<file path="src/hdl/ppm_cfg.svh">
// Offsets, field positions, reset values and sizes of the port pin mux.
// Included by the interface and the design modules; definitions only.
`ifndef PPM_CFG_SVH
`define PPM_CFG_SVH

`define PPM_NPORT       10
`define PPM_NPIN        80
`define PPM_PORT_W      8
`define PPM_SYNC_STAGES 2

// Per-port block: byte address = port * 16 + offset
`define PPM_OFF_SEL     4'h0
`define PPM_OFF_OUT     4'h4
`define PPM_OFF_INSEL   4'h8
`define PPM_OFF_IN      4'hC
// Global block sits after the last port block
`define PPM_GLB_BLK     4'hA
`define PPM_OFF_EMI     4'h0
`define PPM_OFF_POL     4'h4

// Bus control register fields
`define PPM_EMI_MODE_LSB 0
`define PPM_EMI_BSEL_BIT 2
`define PPM_EMI_RST      3'h0

// Polarity register fields
`define PPM_POL_IRQ     0
`define PPM_POL_ALE     1
`define PPM_POL_CAP     2
`define PPM_POL_CMP     3
`define PPM_POL_TACH    4
`define PPM_POL_ESTOP   5
`define PPM_POL_PHASE   6
`define PPM_POL_W       7
`define PPM_POL_RST     7'h00

// Peripheral signal group widths
`define PPM_IRQ_W       8
`define PPM_CAP_W       8
`define PPM_CMP_W       8
`define PPM_PHASE_W     6

// First pin of each bus port
`define PPM_P7_LSB      56
`define PPM_P8_LSB      64
`define PPM_P9_LSB      72

`endif

</file>
<file path="src/hdl/ppm_pkg.sv">
// Types of the port pin mux.
// Assumes ppm_cfg.svh for all numeric constants.
package ppm_pkg;
	typedef enum logic [1:0] {
		PPM_SEL_IN   = 2'b00,
		PPM_SEL_ALT1 = 2'b01,
		PPM_SEL_ALT2 = 2'b10,
		PPM_SEL_ALT3 = 2'b11
	} ppm_sel_t;

	typedef enum logic [1:0] {
		PPM_EMI_OFF   = 2'b00,
		PPM_EMI_NMUX8 = 2'b01,
		PPM_EMI_MUX16 = 2'b10,
		PPM_EMI_RSVD  = 2'b11
	} ppm_emi_mode_t;
endpackage

</file>
<file path="src/hdl/ppm_sync_if.sv">
// Synchronised pin levels passed from the input stage to the mux.
// Assumes one clock domain on both sides.
`timescale 1ns/1ns
`include "ppm_cfg.svh"
interface ppm_sync_if;
	logic [`PPM_NPIN-1:0] level;
	modport src (output level);
	modport dst (input level);
endinterface

</file>
<file path="src/hdl/ppm_pin_sync.sv">
// Two-stage synchroniser for every port pin input.
// Assumes pins are asynchronous to pclk.
`timescale 1ns/1ns
`include "ppm_cfg.svh"
module ppm_pin_sync (
	input  wire logic                 pclk,
	input  wire logic                 presetn,
	input  wire logic [`PPM_NPIN-1:0] pin_in,
	ppm_sync_if.src                   sync
);
	logic [`PPM_NPIN-1:0] meta_q;
	logic [`PPM_NPIN-1:0] meta_d;
	logic [`PPM_NPIN-1:0] lvl_q;
	logic [`PPM_NPIN-1:0] lvl_d;

	always_comb begin
		meta_d = pin_in;
		lvl_d  = meta_q;
	end

	// First stage feeds only the second
	always_ff @(posedge pclk or negedge presetn) begin
		if (!presetn) begin
			meta_q <= '0;
			lvl_q  <= '0;
		end else begin
			meta_q <= meta_d;
			lvl_q  <= lvl_d;
		end
	end

	assign sync.level = lvl_q;
endmodule // ppm_pin_sync

</file>
<file path="src/hdl/ppm_port_mux.sv">
// Pin function mux for ports 0 to 9 with APB control registers.
// Assumes APB master on pclk; peripherals and bus engine on pclk.
//
// Our own choices: the APB slave port and the address map.
`timescale 1ns/1ns
`include "ppm_cfg.svh"
module ppm_port_mux (
	input  wire logic                    pclk,
	input  wire logic                    presetn,
	input  wire logic                    psel,
	input  wire logic                    penable,
	input  wire logic                    pwrite,
	input  wire logic [7:0]              paddr,
	input  wire logic [31:0]             pwdata,
	output logic [31:0]                  prdata,
	output logic                         pready,
	output logic                         pslverr,
	input  wire logic [`PPM_NPIN-1:0]    pin_in,
	output logic [`PPM_NPIN-1:0]         pin_out,
	output logic [`PPM_NPIN-1:0]         pin_oe_n,
	input  wire logic [`PPM_NPIN-1:0]    alt2_out,
	input  wire logic [`PPM_NPIN-1:0]    alt3_out,
	output logic [`PPM_NPIN-1:0]         def_in,
	output logic [`PPM_NPIN-1:0]         alt1_in,
	input  wire logic [23:0]             emi_addr,
	input  wire logic [15:0]             emi_wdata,
	input  wire logic                    emi_data_oe,
	input  wire logic                    ext_bus_address_latch_raw,
	input  wire logic                    emi_wr_low_n,
	input  wire logic                    emi_wr_high_n,
	input  wire logic                    low_byte_select_n,
	input  wire logic                    upper_byte_select_n,
	output logic [15:0]                  emi_rdata,
	output logic                         ext_bus_address_latch,
	output logic                         low_byte_write_strobe_n,
	output logic                         high_byte_write_strobe_n,
	input  wire logic [`PPM_IRQ_W-1:0]   irq_raw,
	input  wire logic [`PPM_CAP_W-1:0]   cap_raw,
	input  wire logic [`PPM_CMP_W-1:0]   cmp_raw,
	input  wire logic                    tach_raw,
	input  wire logic                    estop_raw,
	input  wire logic [`PPM_PHASE_W-1:0] phase_raw,
	output logic [`PPM_IRQ_W-1:0]        irq_adj,
	output logic [`PPM_CAP_W-1:0]        cap_adj,
	output logic [`PPM_CMP_W-1:0]        cmp_adj,
	output logic                         tach_adj,
	output logic                         estop_adj,
	output logic [`PPM_PHASE_W-1:0]      phase_adj
);
	localparam int NP = `PPM_NPORT;
	localparam int PW = `PPM_PORT_W;

	ppm_sync_if sync_if ();

	ppm_pin_sync u_sync (
		.pclk    (pclk),
		.presetn (presetn),
		.pin_in  (pin_in),
		.sync    (sync_if.src)
	);

	// Pin drive for one select code: {drive, value}
	function automatic logic [1:0] pin_drive(
		input logic [1:0] sel,
		input logic       gpio,
		input logic       alt2,
		input logic       alt3
	);
		logic [1:0] r;
		r = 2'b00;
		case (ppm_pkg::ppm_sel_t'(sel))
			ppm_pkg::PPM_SEL_IN:   r = 2'b00;
			ppm_pkg::PPM_SEL_ALT1: r = {1'b1, gpio};
			ppm_pkg::PPM_SEL_ALT2: r = {1'b1, alt2};
			ppm_pkg::PPM_SEL_ALT3: r = {1'b1, alt3};
			default:               r = 2'b00;
		endcase
		return r;
	endfunction

	// Register file
	logic [NP-1:0][2*PW-1:0]     sel_q, sel_d;
	logic [NP-1:0][PW-1:0]       out_q, out_d;
	logic [NP-1:0][PW-1:0]       insel_q, insel_d;
	logic [2:0]                  emi_q, emi_d;
	logic [`PPM_POL_W-1:0]       pol_q, pol_d;
	logic [31:0]                 prdata_q, prdata_d;
	logic [3:0]                  blk;
	logic [3:0]                  off;
	logic                        setup;
	logic                        access;
	logic                        blk_ok;
	ppm_pkg::ppm_emi_mode_t      mode;
	logic [`PPM_NPIN-1:0]        lvl;

	assign blk    = paddr[7:4];
	assign off    = {paddr[3:2], 2'b00};
	assign setup  = psel && !penable;
	assign access = psel && penable;
	assign blk_ok = (blk < 4'(NP)) || (blk == `PPM_GLB_BLK && off[3] == 1'b0);
	assign mode   = ppm_pkg::ppm_emi_mode_t'(emi_q[`PPM_EMI_MODE_LSB +: 2]);
	assign lvl    = sync_if.level;
	// Zero wait states; errors on any unmapped word
	assign pready  = 1'b1;
	assign pslverr = access && !blk_ok;
	assign prdata  = prdata_q;

	always_comb begin
		sel_d    = sel_q;
		out_d    = out_q;
		insel_d  = insel_q;
		emi_d    = emi_q;
		pol_d    = pol_q;
		prdata_d = prdata_q;
		if (access && pwrite && blk_ok) begin
			if (blk == `PPM_GLB_BLK) begin
				if (off == `PPM_OFF_EMI)
					emi_d = pwdata[2:0];
				else
					pol_d = pwdata[`PPM_POL_W-1:0];
			end else begin
				case (off)
					`PPM_OFF_SEL:   sel_d[blk] = pwdata[2*PW-1:0];
					`PPM_OFF_OUT:   out_d[blk] = pwdata[PW-1:0];
					`PPM_OFF_INSEL: insel_d[blk] = pwdata[PW-1:0];
					// Pin level word is read-only; writes drop silently
					default:        ;
				endcase
			end
		end
		// Read data is latched in the setup cycle so it is stable in access
		if (setup && !pwrite) begin
			prdata_d = 32'h0000_0000;
			if (blk == `PPM_GLB_BLK) begin
				if (off == `PPM_OFF_EMI)
					prdata_d = {29'h0, emi_q};
				else if (off == `PPM_OFF_POL)
					prdata_d = {25'h0, pol_q};
			end else if (blk < 4'(NP)) begin
				case (off)
					`PPM_OFF_SEL:   prdata_d = {16'h0, sel_q[blk]};
					`PPM_OFF_OUT:   prdata_d = {24'h0, out_q[blk]};
					`PPM_OFF_INSEL: prdata_d = {24'h0, insel_q[blk]};
					`PPM_OFF_IN:    prdata_d = {24'h0, lvl[blk*PW +: PW]};
					default:        prdata_d = 32'h0000_0000;
				endcase
			end
		end
	end

	always_ff @(posedge pclk or negedge presetn) begin
		if (!presetn) begin
			sel_q    <= '0;
			out_q    <= '0;
			insel_q  <= '0;
			emi_q    <= `PPM_EMI_RST;
			pol_q    <= `PPM_POL_RST;
			prdata_q <= 32'h0000_0000;
		end else begin
			sel_q    <= sel_d;
			out_q    <= out_d;
			insel_q  <= insel_d;
			emi_q    <= emi_d;
			pol_q    <= pol_d;
			prdata_q <= prdata_d;
		end
	end

	// Pin and peripheral outputs
	logic [`PPM_NPIN-1:0]        pout_d, poe_n_d, def_d, alt1_d;
	logic [`PPM_NPIN-1:0]        pout_q, poe_n_q, def_q, alt1_q;
	logic [15:0]                 rdata_d, rdata_q;
	logic [2:0]                  emi_pins_d, emi_pins_q;
	logic [`PPM_IRQ_W-1:0]       irq_d, irq_q;
	logic [`PPM_CAP_W-1:0]       cap_d, cap_q;
	logic [`PPM_CMP_W-1:0]       cmp_d, cmp_q;
	logic [1:0]                  mot_d, mot_q;
	logic [`PPM_PHASE_W-1:0]     ph_d, ph_q;
	logic [1:0]                  drv;
	logic                        ale_drv;

	always_comb begin
		drv = 2'b00;
		for (int p = 0; p < `PPM_NPIN; p++) begin
			drv = pin_drive(sel_q[p/PW][2*(p%PW) +: 2], out_q[p/PW][p%PW],
				alt2_out[p], alt3_out[p]);
			pout_d[p]  = drv[0];
			poe_n_d[p] = !drv[1];
		end
		// Bus modes take ports 7 to 9 over from the pin selects
		ale_drv = ext_bus_address_latch_raw || emi_data_oe;
		case (mode)
			ppm_pkg::PPM_EMI_NMUX8: begin
				pout_d[`PPM_P8_LSB +: 8]  = emi_wdata[7:0];
				poe_n_d[`PPM_P8_LSB +: 8] = {8{!emi_data_oe}};
				pout_d[`PPM_P9_LSB +: 8]  = emi_addr[7:0];
				poe_n_d[`PPM_P9_LSB +: 8] = 8'h00;
				pout_d[`PPM_P7_LSB +: 8]  = emi_addr[15:8];
				poe_n_d[`PPM_P7_LSB +: 8] = 8'h00;
			end
			ppm_pkg::PPM_EMI_MUX16: begin
				pout_d[`PPM_P8_LSB +: 16] = ext_bus_address_latch_raw ? emi_addr[15:0]
					: emi_wdata;
				poe_n_d[`PPM_P8_LSB +: 16] = {16{!ale_drv}};
				pout_d[`PPM_P7_LSB +: 8]  = emi_addr[23:16];
				poe_n_d[`PPM_P7_LSB +: 8] = 8'h00;
			end
			default: begin
			end
		endcase
		// Pin levels always feed the inputs, whatever drives the pin
		def_d  = lvl & ~insel_q;
		alt1_d = lvl & insel_q;
		rdata_d = lvl[`PPM_P8_LSB +: 16];
		emi_pins_d[0] = ext_bus_address_latch_raw ^ pol_q[`PPM_POL_ALE];
		// Byte select reuses the strobe pins; one mode at a time
		emi_pins_d[1] = emi_q[`PPM_EMI_BSEL_BIT] ? low_byte_select_n
			: emi_wr_low_n;
		emi_pins_d[2] = emi_q[`PPM_EMI_BSEL_BIT] ? upper_byte_select_n
			: emi_wr_high_n;
		irq_d = irq_raw ^ {`PPM_IRQ_W{pol_q[`PPM_POL_IRQ]}};
		cap_d = cap_raw ^ {`PPM_CAP_W{pol_q[`PPM_POL_CAP]}};
		cmp_d = cmp_raw ^ {`PPM_CMP_W{pol_q[`PPM_POL_CMP]}};
		mot_d = {estop_raw ^ pol_q[`PPM_POL_ESTOP],
			tach_raw ^ pol_q[`PPM_POL_TACH]};
		ph_d  = phase_raw ^ {`PPM_PHASE_W{pol_q[`PPM_POL_PHASE]}};
	end

	always_ff @(posedge pclk or negedge presetn) begin
		if (!presetn) begin
			pout_q     <= '0;
			poe_n_q    <= '1;
			def_q      <= '0;
			alt1_q     <= '0;
			rdata_q    <= 16'h0000;
			emi_pins_q <= 3'h6;
			irq_q      <= '0;
			cap_q      <= '0;
			cmp_q      <= '0;
			mot_q      <= 2'h0;
			ph_q       <= '0;
		end else begin
			pout_q     <= pout_d;
			poe_n_q    <= poe_n_d;
			def_q      <= def_d;
			alt1_q     <= alt1_d;
			rdata_q    <= rdata_d;
			emi_pins_q <= emi_pins_d;
			irq_q      <= irq_d;
			cap_q      <= cap_d;
			cmp_q      <= cmp_d;
			mot_q      <= mot_d;
			ph_q       <= ph_d;
		end
	end

	assign pin_out                  = pout_q;
	assign pin_oe_n                 = poe_n_q;
	assign def_in                   = def_q;
	assign alt1_in                  = alt1_q;
	assign emi_rdata                = rdata_q;
	assign ext_bus_address_latch    = emi_pins_q[0];
	assign low_byte_write_strobe_n  = emi_pins_q[1];
	assign high_byte_write_strobe_n = emi_pins_q[2];
	assign irq_adj                  = irq_q;
	assign cap_adj                  = cap_q;
	assign cmp_adj                  = cmp_q;
	assign tach_adj                 = mot_q[0];
	assign estop_adj                = mot_q[1];
	assign phase_adj                = ph_q;

	logic [7:0] exp_in;
	assign exp_in = 8'(lvl >> {paddr[7:4], 3'b000});
endmodule // ppm_port_mux

</file>
<file path="config.mk">
export PLATFORM = sky130hd
export DESIGN_NAME = ppm_port_mux
export DESIGN_NICKNAME = d
export VERILOG_FILES = /design/src/hdl/ppm_pkg.sv /design/src/hdl/ppm_sync_if.sv /design/src/hdl/ppm_pin_sync.sv /design/src/hdl/ppm_port_mux.sv
export VERILOG_INCLUDE_DIRS = /design/src /design/src/hdl
export SDC_FILE = /design/constraint.sdc
export NUM_CORES = 1
export LEC_CHECK = 0
export BUFFER_PORTS_ARGS = -buffer_cell sky130_fd_sc_hd__clkbuf_2
export CAP_MARGIN = 20
export CORE_AREA = 4 4 293 295
export CTS_BUF_LIST = sky130_fd_sc_hd__clkbuf_16
export DETAILED_ROUTE_END_ITERATION = 10
export DIE_AREA = 0 0 297 299
export GPL_TIMING_DRIVEN = 1
export PLACE_DENSITY = 0.61
export SLEW_MARGIN = 20
export SYNTH_ARGS = -nofsm -noshare
export SYNTH_HDL_FRONTEND = slang
export SYNTH_SLANG_ARGS = --single-unit
</file>
<file path="constraint.sdc">
create_clock -name pclk -period 2.4 [get_ports pclk]
set_clock_uncertainty 0.1 [all_clocks]
set_input_delay 0 -clock pclk [delete_from_list [all_inputs] [get_ports pclk]]
set_output_delay 0 -clock pclk [all_outputs]
set_load 0.01 [all_outputs]
</file>
Word level (Yosys, flattened, before mapping). Index checks and enable logic that the tools add are counted.

Bits of input ports: 363. Output and inout bits: 405. Logic and storage cells: 593. Flip-flop bits (word level): 893.

Bitwise operators: 13. Eq/ne operators: 246. Order comparisons: 3. Reductions and logical operators: 181. Shifts and indexed selects: 1. Mux-type cells: 103.

Operators by type and width (count): $pmux 2 s4 (80); $eq 2x2->1 const B (163); $eq 2x1->1 const B (82); $and 80x80->80 (2); $bwmux 160 (1); $bwmux 80 (2); $logic_not 2->1 (80); $pmux 24 s2 (2); $logic_not 1->1 (85); $not 80->80 (1); $shiftx 80x8->8 (1); $bmux 16 s4 (1); $bmux 8 s4 (2); $demux 16 s4 (1); $mux 16 (4); $pmux 16 s4 (1); $demux 8 s4 (1); $mux 32 (1); $mux 8 (3); $xor 8x8->8 (3); $reduce_and 3->1 (5); $mux 7 (2); $logic_and 1x1->1 (8); $xor 6x6->6 (1); other kinds (9) (15).

Logic depth before layout (Yosys ltp). Gate-level depths: netlist of the first run.

Word-level depth: 5. Gate-level depth with buffers: 9. Depth with buffers taken out: 6.

Cells and area by module. Synthesis of the first run repeated with hierarchy kept, for this count alone.

Cell total of the unflattened synthesis: 2415. Area total of the unflattened synthesis: 34179.0 um^2.

By module, submodules not included: ppm_port_mux (cells each 2255, area each 30175.2 um^2, times used 1, seq. area each 18044.8 um^2); ppm_pin_sync (cells each 160, area each 4003.8 um^2, times used 1, seq. area each 4003.8 um^2).

Least setup slack after synthesis of the first run. Ideal clock, no wire load.

Kind: register to register. Start: reg out_q[63] in the netlist's numbering. End: reg prdata_q[7], in the netlist prdata[7]. Setup time: 0.121 ns. Stages on the path, launching flop included: 6. Clock period less this slack: 1.727 ns. Data required time: 2.179 ns. Path slack: 0.673 ns. Data arrival time: 1.506 ns. Path buffers: 0. Cells stage by stage: dfrtp_1 -> mux4_2 -> and2_1 -> o31ai_1 -> o2111ai_1 -> a22o_1.

Longest elaborated chain between the ends: 5.

Ends and longest elaborated chain: start, declared (RTL line ppm_port_mux.sv:83) `logic [NP-1:0][PW-1:0] out_q, out_d;`; start signal, assigned (RTL line ppm_port_mux.sv:161) `out_q <= out_d;`; $bmux 8 s4 (RTL line ppm_port_mux.sv:142) `` `PPM_OFF_OUT: prdata_d = {24'h0, out_q[blk]}; ``; $mux 8 (not written as such) (RTL line ppm_port_mux.sv:142); $pmux 16 s4 (RTL line ppm_port_mux.sv:140) `case (off)`; $mux 16 (RTL line ppm_port_mux.sv:139) `end else if (blk < 4'(NP)) begin`; $mux 32 (RTL line ppm_port_mux.sv:134) `` if (blk == `PPM_GLB_BLK) begin ``; end signal, assigned (RTL line ppm_port_mux.sv:165) `prdata_q <= prdata_d;`; end, declared (RTL line ppm_port_mux.sv:87) `logic [31:0] prdata_q, prdata_d;`.

Every way passes these cells. The select of a mux whose other input is x is not followed. A chain may end at the register's enable or synchronous reset.

Worst setup path after layout of the first run.
Start: reg emi_q[1]. End: reg pout_q[71], in the netlist pin_out[71].

Longest elaborated chain between the ends: 2. Elaborated cells between the ends (all ways): 3. Those cells by class: 2 x eq/ne; 1 x mux.

Ends and longest elaborated chain: start, declared (RTL line ppm_port_mux.sv:85) `logic [2:0] emi_q, emi_d;`; start signal, assigned (RTL line ppm_port_mux.sv:156) `` emi_q <= `PPM_EMI_RST; ``; start signal, assigned (RTL line ppm_port_mux.sv:163) `emi_q <= emi_d;`; $eq 2x2->1 / $eq 2x1->1 (equally long branches) (RTL line ppm_port_mux.sv:192) `case (mode)`; $pmux 24 s2 * (RTL line ppm_port_mux.sv:192); via pout_d[71] (RTL line ppm_port_mux.sv:170) `` logic [`PPM_NPIN-1:0] pout_d, poe_n_d, def_d, alt1_d; ``; end signal, assigned (RTL line ppm_port_mux.sv:243) `pout_q <= pout_d;`; end, declared (RTL line ppm_port_mux.sv:171) `` logic [`PPM_NPIN-1:0] pout_q, poe_n_q, def_q, alt1_q; ``.

Mark *: on every way through the listed nets, which the timed path passes. The rest lies on a longest branch.

==> out/qor.tcl, run 1 <==
set qor(outcome) {finished, final reports clean}
set qor(max_cap_violations) 0
set qor(num_rows) 106
set qor(insertion_delay_ns) 0.67
set qor(synth_edf_count) 0
set qor(synth-async-reset-ratio_pct) 100
set qor(grt_max_degree) 81
set qor(postLayoutCoreUtil_pct) 57.3
set qor(design.final.nets) 4074
set qor(worstPathArrival_ns) 2.81
set qor(core_sq_um) 83200
set qor(antenna_violating_nets_post_route) 0
set qor(yosys_warnings) 0
set qor(synthesis.area_per_instance_sq_um) 14.2
set qor(synth_top_flop_cell) {dfrtp_1}
set qor(routed_wire_length_per_instance_um) 26.4
set qor(start_util_pct) 41.4
set qor(synth_top_family_by_area) {multiplexers}
set qor(count_of_vias_placed_by_the_detailed_router) 25700
set qor(irDropWorstVdd_mv) 0.531
set qor(crit_path_max_fanout) 9
set qor(maxSlewHeadroom_pct) 35.9
set qor(syn2layout_area_growth_pct) 38.6
set qor(worst-setup-path-type) {reg2reg}
set qor(post-route-drc-count) 0
set qor(cts.htree.levels) 3
set qor(final_max_slew_viol_count) 0
set qor(yosysSeqAreaShare_pct) 64.1
set qor(finalCriticalPeriod_ns) 2.39
set qor(clkSlewWorstSetupHoldPaths_ns) 0.07
set qor(cts_buf_count) 94
set qor(count_of_state_elements_after_synthesis) 877
set qor(first_pass_iteration_count_of_the_detailed_router) 6
set qor(drt_wl_total_um) 129000
set qor(setup_viol) 0
set qor(detailedRoute.firstIterationViolations) 1599
set qor(final_layout_size_suffix_gt1_share_pct) 40.9
set qor(power.total_uw) 34500
set qor(synthDistinctLibCells) 54
set qor(gr-total-overflow) 0
set qor(cp-end-kind) {register}
set qor(yosys.area_share.simple_pct) 8.02
set qor(synth_area_sq_um) 34400
set qor(routabilityCongestion) 0.901
set qor(track_usage_pct) 28.6
set qor(synth_compound_gate_area_share_pct) 5.04
set qor(yosysTopAreaCellShare_pct) 57.8
set qor(timing.rr.start) {emi_q[1]$_DFFE_PN0P_}
set qor(max-clock-path-buffers) 3
set qor(hold_start) {paddr[7]}
set qor(clock_tree_from_tritoncts) {built}
set qor(hold_viol_final) 0
set qor(setup_repair_after_global_routing_missed_its_margin) {true}
set qor(setup.worst_path.start) {emi_q[1]$_DFFE_PN0P_}
set qor(die_height_um) 299
set qor(post-cts-setup-buffer-count) 0
set qor(place.port_buffers) 732
set qor(grt_antenna_before_repair) 8
set qor(floorplan.io_pins) 768
set qor(worstHoldPathType) {in2reg}
set qor(layout.filler_cells) 6677
set qor(grt_first_pass_wirelength_um) 189000
set qor(synth.mux.area_fraction_pct) 19.8
set qor(die_area_sq_um) 88800
set qor(vias_per_cell) 5.27
set qor(setup_total_negative_slack_ns) 0
set qor(power-per-cell-area_nw_per_um2) 724
set qor(via_count_of_the_first_global_routing_pass) 28100
set qor(syn-instance-count) 2425
set qor(total_leakage_power_uw) 0.0234
set qor(fmaxAchievable_mhz) 418
set qor(category_of_the_worst_setup_path_launch_point) {register}
set qor(synth_top_cells_by_area) {dfrtp_1, mux2_2, dfstp_2, mux2i_1, mux4_2}
set qor(synth_adder_area_share_pct) 0.0727
set qor(yosysMostFrequentCell) {dfrtp_1}
set qor(tritoncts_num_sinks) 877
set qor(die_x_um) 297
set qor(post-route-period-util_pct) 99.6
set qor(dpl.hpwl_um) 92600
set qor(synth_xor_area_share_pct) 0.840
set qor(tightestPinTransition_ns) 0.962
set qor(synth_top_area_cell) {dfrtp_1}
set qor(critical_path_rt_ns) 2.82
set qor(cell_types_with_the_highest_counts_after_synthesis) {dfrtp_1, mux2_2, nand2_1, mux2i_1, nor2_1}
set qor(min_hold_slack_ns) 0.0641
set qor(cts_root_buf) {clkbuf_16}
[final timing paths]
kind,to,slack (ns),cells after the start
setup / recovery,pin_out[71]$_DFF_PN0_,0.01,6
min in group asynchronous,phase_adj[3]$_DFF_PN0_,0.15,3
max in group asynchronous,pin_oe_n[33]$_DFF_PN1_,1.58,3
hold reg to reg,u_sync.sync.level[25]$_DFF_PN0_,0.24,0
setup reg to reg,pin_out[71]$_DFF_PN0_,0.01,6
hold / removal,sel_q[33]$_DFFE_PN0P_,0.06,4
[final cells by class]
class	count	area, sq um	share of cell area [%]
diodes	5	12.5	0.0262
inverters	2	7.51	0.0157
flip-flops and latches	877	22000	46.2
well taps	1080	1350	2.83
repair buffers	1308	9440	19.8
clock inverters	84	739	1.55
multi-input cells	1426	11700	24.6
clock buffers	94	2350	4.93
[sequential cells by signal, indices dropped and copies added (netlist names)]
name,cells
def_in,80
alt1_in,80
sel_q,160
cap_adj,8
pol_q,7
out_q,80
insel_q,80
u_sync.sync.level,80
phase_adj,6
prdata,16
u_sync.lvl_d,80
emi_pins_q,3
pin_oe_n,80
emi_q,3
cmp_adj,8
emi_rdata,16
mot_q,2
pin_out,80
irq_adj,8
[through the flow]
step           area, sq um  cells  setup slack, ns
2_1_floorplan        34500   2440            0.673
3_3_place_gp         40000   4235          -0.0257
3_5_place_dp         40000   4235           0.0262
4_1_cts              47700   4871           0.0245
5_1_grt              47700   4873         -0.00331
6_report             47700   4876           0.0102
[critical path, cell delays in order (launching register included)]
cell	delay [ns]
dfrtp_1	0.44
inv_1	0.08
ha_1	0.29
nand2b_2	0.33
a221oi_1	0.32
dlygate4sd3_1	0.61
a21oi_1	0.07
[repair_timing]
action	CTS	global route
setup endpoints to repair	0	7
gates resized for setup	0	4
endpoints found under the hold margin	1113	0
hold buffers	458	0
[layout by cell type (no fill, tap or decap), types with 33 or more instances in the layout]
cell / count
nor2_1: 112
dlygate4sd3_1: 457
nor2b_1: 82
buf_4: 97
dfstp_2: 82
mux2_2: 394
mux4_2: 41
clkbuf_16: 94
a21oi_1: 60
xor2_1: 33
nand2_1: 160
dfrtp_1: 795
clkbuf_2: 729
and2_1: 106
o21ai_0: 75
mux2i_1: 128
[report_power, final]
part           internal (uW)  switching (uW)  total (uW)  leakage [uW]
clock network           8010            6340       14300       0.00155
registers              15700             688       16400        0.0112
logic                   1820            1920        3740        0.0106
total                  25600            8940       34500        0.0234
[cell families after synthesis]
| family | after synthesis |
|---|---|
| xor+xnor | 33 |
| fa+ha+maj | 2 |
| compound gates | 275 |
| mux | 570 |
| simple gates | 529 |
| buf+inv | 137 |
| flops | 877 |
| other cells | 2 |
[layer usage]
layer | track usage [%] | wire [um] | vias up
li1 | - | - | 11100
met1 | 35.8 | 51200 | 13400
met2 | 50.2 | 65400 | 1030
met3 | 5.43 | 7830 | 250
met4 | 9.42 | 4260 | 6
met5 | 0 | 29 | -
Power figures use the tool's default switching activity.
==> run 2: changes to the inputs <==
==> constraint.sdc (replaced) <==
create_clock -name pclk -period 2.4 [get_ports pclk]
set_clock_uncertainty 0.1 [all_clocks]
set_input_delay 0.24 -clock pclk [delete_from_list [all_inputs] [get_ports pclk]]
set_output_delay 0.24 -clock pclk [all_outputs]
set_load 0.01 [all_outputs]
==> out/qor.tcl, run 2 (same netlist as run 1, synthesis figures left out) <==
set qor(layout.cells.most_common_list) {dfrtp_1, clkbuf_2, mux2_2}
set qor(post-route-period-util_pct) 97.2 ;# -2.4 points
set qor(final_max_slew_viol_count) 0 ;# unchanged
set qor(crit_path_max_fanout) 36 ;# +27
set qor(hold_viol_final) 0 ;# unchanged
set qor(cts_root_buf) {clkbuf_16}
set qor(via_count_of_the_first_global_routing_pass) 27200 ;# -3.2%
set qor(routed_wire_length_per_instance_um) 26.1 ;# -1.2%
set qor(irDropWorstVdd_mv) 0.672 ;# +27%
set qor(timing.critical_path.max_delay_family) {buffers and inverters}
set qor(tightestPinTransition_ns) 0.945 ;# -0.0167 ns
set qor(cts_buf_count) 91 ;# -3.2%
set qor(crit_top_cell) {buf_4}
set qor(count_of_vias_placed_by_the_detailed_router) 25100 ;# -2.4%
set qor(outcome) {finished, final reports clean}
set qor(combPwrFrac_pct) 10.6 ;# -0.2 points
set qor(track_usage_pct) 27.7 ;# -0.89 points
set qor(design.final.nets) 3984 ;# -2.2%
set qor(first_pass_iteration_count_of_the_detailed_router) 7 ;# +1
set qor(fmaxAchievable_mhz) 429 ;# +2.4%
set qor(seq_area_sq_um) 22000 ;# unchanged
set qor(max_flop_register) {sel_q}
set qor(grt_max_degree) 117 ;# +44%
set qor(worstPathArrival_ns) 1.99 ;# -0.82 ns
set qor(post-route-drc-count) 0 ;# unchanged
set qor(vias_per_cell) 5.25 ;# -0.48%
set qor(setup_repair_after_global_routing_missed_its_margin) {false}
set qor(place.port_buffers) 732 ;# unchanged
set qor(grt_antenna_before_repair) 11 ;# +3
set qor(die_x_um) 297 ;# unchanged
set qor(cp-end-kind) {output pin}
set qor(clock_tree_from_tritoncts) {built}
set qor(net-switching-power_uw) 8770 ;# -1.9%
set qor(power_switching_share_pct) 25.6 ;# -0.31 points
set qor(crit_buf_inv) 5 ;# +3
set qor(clkSlewWorstSetupHoldPaths_ns) 0.06 ;# about the same
set qor(setup_viol) 0 ;# unchanged
set qor(antenna_violating_nets_post_route) 0 ;# unchanged
set qor(dpl.hpwl_um) 91900 ;# -0.77%
set qor(cts.htree.levels) 3 ;# unchanged
set qor(worst-setup-path-type) {in2out}
set qor(internal_power_uw) 25500 ;# -0.34%
set qor(worstHoldPathType) {in2async}
set qor(clockPowerShare_pct) 41.5 ;# about the same
set qor(drt_wl_total_um) 125000 ;# -3.1%
set qor(finalCriticalPeriod_ns) 2.33 ;# -0.0569 ns
set qor(syn2layout_area_growth_pct) 36.2
set qor(die_height_um) 299 ;# unchanged
set qor(multi_input_area_sq_um) 11700 ;# +0.12%
set qor(detailedRoute.firstIterationViolations) 1644 ;# +2.8%
set qor(num_rows) 106 ;# unchanged
set qor(die_area_sq_um) 88800 ;# unchanged
set qor(power.share.sequential_pct) 47.9 ;# +0.3 points
set qor(postLayoutCoreUtil_pct) 56.4 ;# -0.96 points
set qor(tritoncts_num_sinks) 877 ;# unchanged
set qor(maxSlewHeadroom_pct) 37.0 ;# +1.1 points
set qor(max_cap_violations) 0 ;# unchanged
set qor(setup_total_negative_slack_ns) 0 ;# unchanged
set qor(cpPeakStageDelay_ns) 0.36 ;# -0.25 ns
set qor(timing.critical_path.slowest_stage_cell) {nor2_1}
set qor(crit_chain) {buf_6 > buf_12 > buf_4 > o21a_1 > o21ai_0 > buf_4 > nor2_1 > clkbuf_2}
set qor(insertion_delay_ns) 0.66 ;# about the same
set qor(most_frequent_standard_cell_in_the_layout_excluding_fill_and_tap_cells) {dfrtp_1}
set qor(routabilityCongestion) 0.923 ;# +2.4%
set qor(layout.filler_cells) 6802 ;# +1.9%
set qor(grt_first_pass_wirelength_um) 182000 ;# -3.4%
set qor(total_leakage_power_uw) 0.0231 ;# -1.2%
set qor(critical_path_rt_ns) 2.06 ;# -0.76 ns
set qor(start_util_pct) 41.4 ;# unchanged
set qor(flip_flop_count_of_the_largest_register_after_layout) 160 ;# unchanged
set qor(max-clock-path-buffers) 3 ;# unchanged
set qor(category_of_the_worst_setup_path_launch_point) {primary input}
set qor(gr-total-overflow) 0 ;# unchanged
set qor(core_sq_um) 83200 ;# unchanged
set qor(final_layout_size_suffix_gt1_share_pct) 43.2 ;# +2.4 points
set qor(power-per-cell-area_nw_per_um2) 730 ;# +0.94%
set qor(floorplan.io_pins) 768 ;# unchanged
## run 2: changes by cell type in the layout (fill, tap and decap cells not counted), moves of 3 or more
cell	delta
buf_4	+29
buf_12	+21
inv_6	+3
dlygate4sd3_1	-136
clkbuf_16	-3
diode_2	+3
clkinv_1	-8
## run 2: per-stage QoR
stage	instance area [sq um]	std cells	total power [uW]	setup WS, ns	hold WS [ns]
2_1_floorplan	34500	2440	17800	0.470	-0.156
3_3_place_gp	40600	4284	19700	-0.357	0.103
3_5_place_dp	40600	4284	19800	-0.306	0.101
4_1_cts	46800	4774	34600	0.0431	0.00265
5_1_grt	46900	4780	35500	0.00637	0.0348
6_report	46900	4783	34200	0.0671	0.0310
## run 2: worst register-to-register path: stages, from the launching register on
cell,delay [ns]
dfrtp_1,0.44
inv_1,0.08
ha_1,0.27
buf_4,0.24
a221oi_1,0.37
dlygate4sd3_1,0.63
a21oi_1,0.05
## run 2: final cells by class
class | count | share of cell area [%]
Clock inverter | 78 | 1.58
Multi-Input combinational cell | 1426 | 25.1
Timing Repair Buffer | 1221 | 18.5
Tap cell | 1080 | 2.88
Antenna cell | 8 | 0.0427
Sequential cell | 877 | 47.0
Clock buffer | 91 | 4.86
Inverter | 2 | 0.0160
## run 2: routing by layer
layer	track usage [%]	vias up	share of wire (%)
li1	-	10900	-
met1	35.1	13000	40
met2	48.1	972	50
met3	4.82	224	5.6
met4	9.95	8	3.6
met5	0	-	0.038
## run 2: path summary, 6_finish.rpt
check | startpoint | end | slack [ns] | depth (start not counted)
setup / recovery | paddr[5] | pslverr | 0.07 | 8
hold / removal | presetn | out_q[44]$_DFFE_PN0P_ | 0.03 | 2
setup reg to reg | emi_q[1]$_DFFE_PN0P_ | pin_out[56]$_DFF_PN0_ | 0.11 | 6
hold reg to reg | u_sync.lvl_d[0]$_DFF_PN0_ | u_sync.sync.level[0]$_DFF_PN0_ | 0.24 | 0
max in group asynchronous | presetn | sel_q[136]$_DFFE_PN0P_ | 1.13 | 3
min in group pclk | alt2_out[72] | pin_out[72]$_DFF_PN0_ | 0.05 | 4
## run 2: what timing repair did
item                       in CTS  in global routing
setup buffers                   0                  1
resized for setup               0                  5
setup endpoints to repair       0                 16
hold endpoints to repair      829                  0
hold buffers                  321                  0
## run 2: power groups by stage
stage,Sequential [uW],Combinational [uW],Clock [uW]
2_1_floorplan,16600,1230,0
3_3_place_gp,16600,3120,0
3_5_place_dp,16600,3180,0
4_1_cts,16400,3630,14500
5_1_grt,16500,3900,15100
6_report,16400,3620,14200
==> run 3: changes to the inputs <==
Clock period 2.4 ns to 2.85 ns, I/O delays scaled along.
==> out/qor.tcl, run 3 (same netlist as run 1, synthesis figures left out) <==
set qor(outcome) {finished, final reports clean}
set qor(dpl.hpwl_um) 90800 ;# -1.2%
set qor(worst-setup-path-type) {reg2reg}
set qor(critical_path_rt_ns) 3.29 ;# +1.23 ns
set qor(detailroute.wirelength.met3_um) 8270 ;# +19%
set qor(internal_power_uw) 21100 ;# -17%
set qor(dr_wl_met2_um) 61700 ;# -1.6%
set qor(count_of_vias_placed_by_the_detailed_router) 24700 ;# -1.7%
set qor(drt_wl_total_um) 123000 ;# -1.3%
set qor(worstHoldPathType) {in2reg}
set qor(power.total_uw) 28400 ;# -17%
set qor(routed.top_layer) {met5}
set qor(maxSlewHeadroom_pct) 37.3 ;# +0.29 points
set qor(floorplan.io_pins) 768 ;# unchanged
set qor(first_pass_iteration_count_of_the_detailed_router) 5 ;# -2
set qor(tightestPinTransition_ns) 0.941 ;# -0.00439 ns
set qor(irDropWorstVdd_mv) 0.514 ;# -24%
set qor(max_cap_violations) 0 ;# unchanged
set qor(vias_per_cell) 5.23 ;# -0.34%
set qor(cpPeakStageDelay_ns) 0.59 ;# +0.23 ns
set qor(grt_max_degree) 89 ;# -24%
set qor(timing.critical_path.max_delay_family) {buffers and inverters}
set qor(crit_top_cell) {dlygate4sd3_1}
set qor(dpl.cell_count) 4228 ;# -1.3%
set qor(crit_path_max_fanout) 16 ;# -56%
set qor(clock_tree_from_tritoncts) {built}
set qor(finalCriticalPeriod_ns) 2.72
set qor(cts_buf_count) 92 ;# +1.1%
set qor(gr-total-overflow) 0 ;# unchanged
set qor(cts_root_buf) {clkbuf_16}
set qor(power_switching_share_pct) 25.8 ;# +0.16 points
set qor(post-cts-setup-buffer-count) 0 ;# unchanged
set qor(category_of_the_worst_setup_path_launch_point) {register}
set qor(place.port_buffers) 732 ;# unchanged
set qor(die_area_sq_um) 88800 ;# unchanged
set qor(routabilityCongestion) 0.918 ;# -0.55%
set qor(power.share.sequential_pct) 48.6 ;# +0.7 points
set qor(cp-end-kind) {register}
set qor(clkSlewWorstSetupHoldPaths_ns) 0.06 ;# about the same
set qor(crit_buf_inv) 4 ;# -1
set qor(setup_viol) 0 ;# unchanged
set qor(instances_no_fill) 4718 ;# -1.4%
set qor(tritoncts_num_sinks) 877 ;# unchanged
set qor(grt_first_pass_wirelength_um) 180000 ;# -1.4%
set qor(fmaxAchievable_mhz) 368
set qor(min_hold_slack_ns) 0.0328 ;# +0.00173 ns
set qor(cts.htree.levels) 3 ;# unchanged
set qor(flip_flop_count_of_the_largest_register_after_layout) 160 ;# unchanged
set qor(total_leakage_power_uw) 0.0227 ;# -1.6%
set qor(start_util_pct) 41.4 ;# unchanged
set qor(post-route-drc-count) 0 ;# unchanged
set qor(crit_chain) {inv_1 > ha_1 > buf_4 > a221oi_1 > dlygate4sd3_1 > a21oi_1 > dlygate4sd3_1}
set qor(setup_total_negative_slack_ns) 0 ;# unchanged
set qor(syn2layout_area_growth_pct) 33.8
set qor(most_frequent_standard_cell_in_the_layout_excluding_fill_and_tap_cells) {dfrtp_1}
set qor(timing.critical_path.slowest_stage_cell) {dlygate4sd3_1}
set qor(clockPowerShare_pct) 40.9 ;# -0.6 points
set qor(max_flop_register) {sel_q}
set qor(die_height_um) 299 ;# unchanged
set qor(wirelength_met1_um) 48900 ;# -3.3%
set qor(grt_antenna_before_repair) 7 ;# -4
set qor(max-clock-path-buffers) 3 ;# unchanged
set qor(power-per-cell-area_nw_per_um2) 617 ;# -16%
set qor(design.final.nets) 3920 ;# -1.6%
set qor(final_layout_size_suffix_gt1_share_pct) 42.1 ;# -1.2 points
set qor(post-route-period-util_pct) 95.5
set qor(net-switching-power_uw) 7320 ;# -17%
set qor(worstPathArrival_ns) 3.16 ;# +1.17 ns
set qor(routed_wire_length_per_instance_um) 26.1 ;# +0.10%
set qor(detailedRoute.firstIterationViolations) 1439 ;# -12%
set qor(setup_repair_after_global_routing_missed_its_margin) {false}
set qor(hold_viol_final) 0 ;# unchanged
set qor(insertion_delay_ns) 0.66 ;# about the same
set qor(num_rows) 106 ;# unchanged
set qor(antenna_violating_nets_post_route) 0 ;# unchanged
set qor(die_x_um) 297 ;# unchanged
set qor(combPwrFrac_pct) 10.5 ;# about the same
set qor(core_sq_um) 83200 ;# unchanged
set qor(layout.cells.most_common_list) {dfrtp_1, clkbuf_2, mux2_2}
set qor(via_count_of_the_first_global_routing_pass) 26600 ;# -2.3%
set qor(track_usage_pct) 27.4 ;# -0.35 points
set qor(final_max_slew_viol_count) 0 ;# unchanged
run 3: cell types whose count changed in the layout (fill, tap and decap cells not counted), sizes merged:
cell         delta
buf            -57
inv             +4
bufinv          -4
clkbuf          +1
clkinv          +1
diode           -2
dlygate4sd3     -8
run 3: worst paths after layout:
kind                                           start                              to  slack (ns)  cells after the start
setup / recovery                emi_q[1]$_DFFE_PN0P_           pin_out[58]$_DFF_PN0_        0.13                      7
min in group asynchronous                    presetn            emi_q[2]$_DFFE_PN0P_        0.10                      2
setup reg to reg                emi_q[1]$_DFFE_PN0P_           pin_out[58]$_DFF_PN0_        0.13                      7
hold reg to reg            u_sync.lvl_d[1]$_DFF_PN0_  u_sync.sync.level[1]$_DFF_PN0_        0.24                      0
max in group asynchronous                    presetn          pin_oe_n[32]$_DFF_PN1_        1.56                      4
hold / removal                          alt2_out[30]           pin_out[30]$_DFF_PN0_        0.03                      3
run 3: layer usage:
layer,up-vias,global-route usage [%]
li1,10700,-
met1,12700,34.4
met2,989,47.2
met3,221,5.89
met4,6,9.25
met5,-,0
run 3: worst register-to-register path, stage by stage (launching register included):
cell           delay (ns)
dfrtp_1              0.44
inv_1                0.08
ha_1                 0.26
buf_4                0.24
a221oi_1             0.29
dlygate4sd3_1        0.59
a21oi_1              0.04
dlygate4sd3_1        0.56
run 3: layout make-up:
type / count / area (sq um)
Antenna cell: 6 / 15.0
Clock buffer: 92 / 2300
Clock inverter: 79 / 653
Fill cell: 6830 / 37100
Inverter: 2 / 7.51
Multi-Input combinational cell: 1426 / 11700
Sequential cell: 877 / 22000
Tap cell: 1080 / 1350
Timing Repair Buffer: 1156 / 7940
run 3: through the flow:
stage                     worst slack (ns)  util, %  cell area (sq um)
final                                0.130     55.4              46000
after global routing                0.0482     55.4              46000
after CTS                           0.0347     55.3              46000
after detailed placement            0.0815     48.0              39900
after global placement               0.123     48.0              39900
after floorplan                      0.875        -              34500
run 3: power groups by stage:
stage	combinational [uW]	clock, uW	sequential [uW]
after detailed placement	2620	0	14000
after CTS	2990	11800	13800
final	2980	11600	13800
after floorplan	1040	0	14000
after global placement	2570	0	14000
after global routing	3210	12400	13900
run 3: timing repair:
action / CTS / global route
hold buffers: 313 / 0
endpoints found under the hold margin: 544 / 0
setup endpoints to repair: 0 / 3
resized for setup: 0 / 1
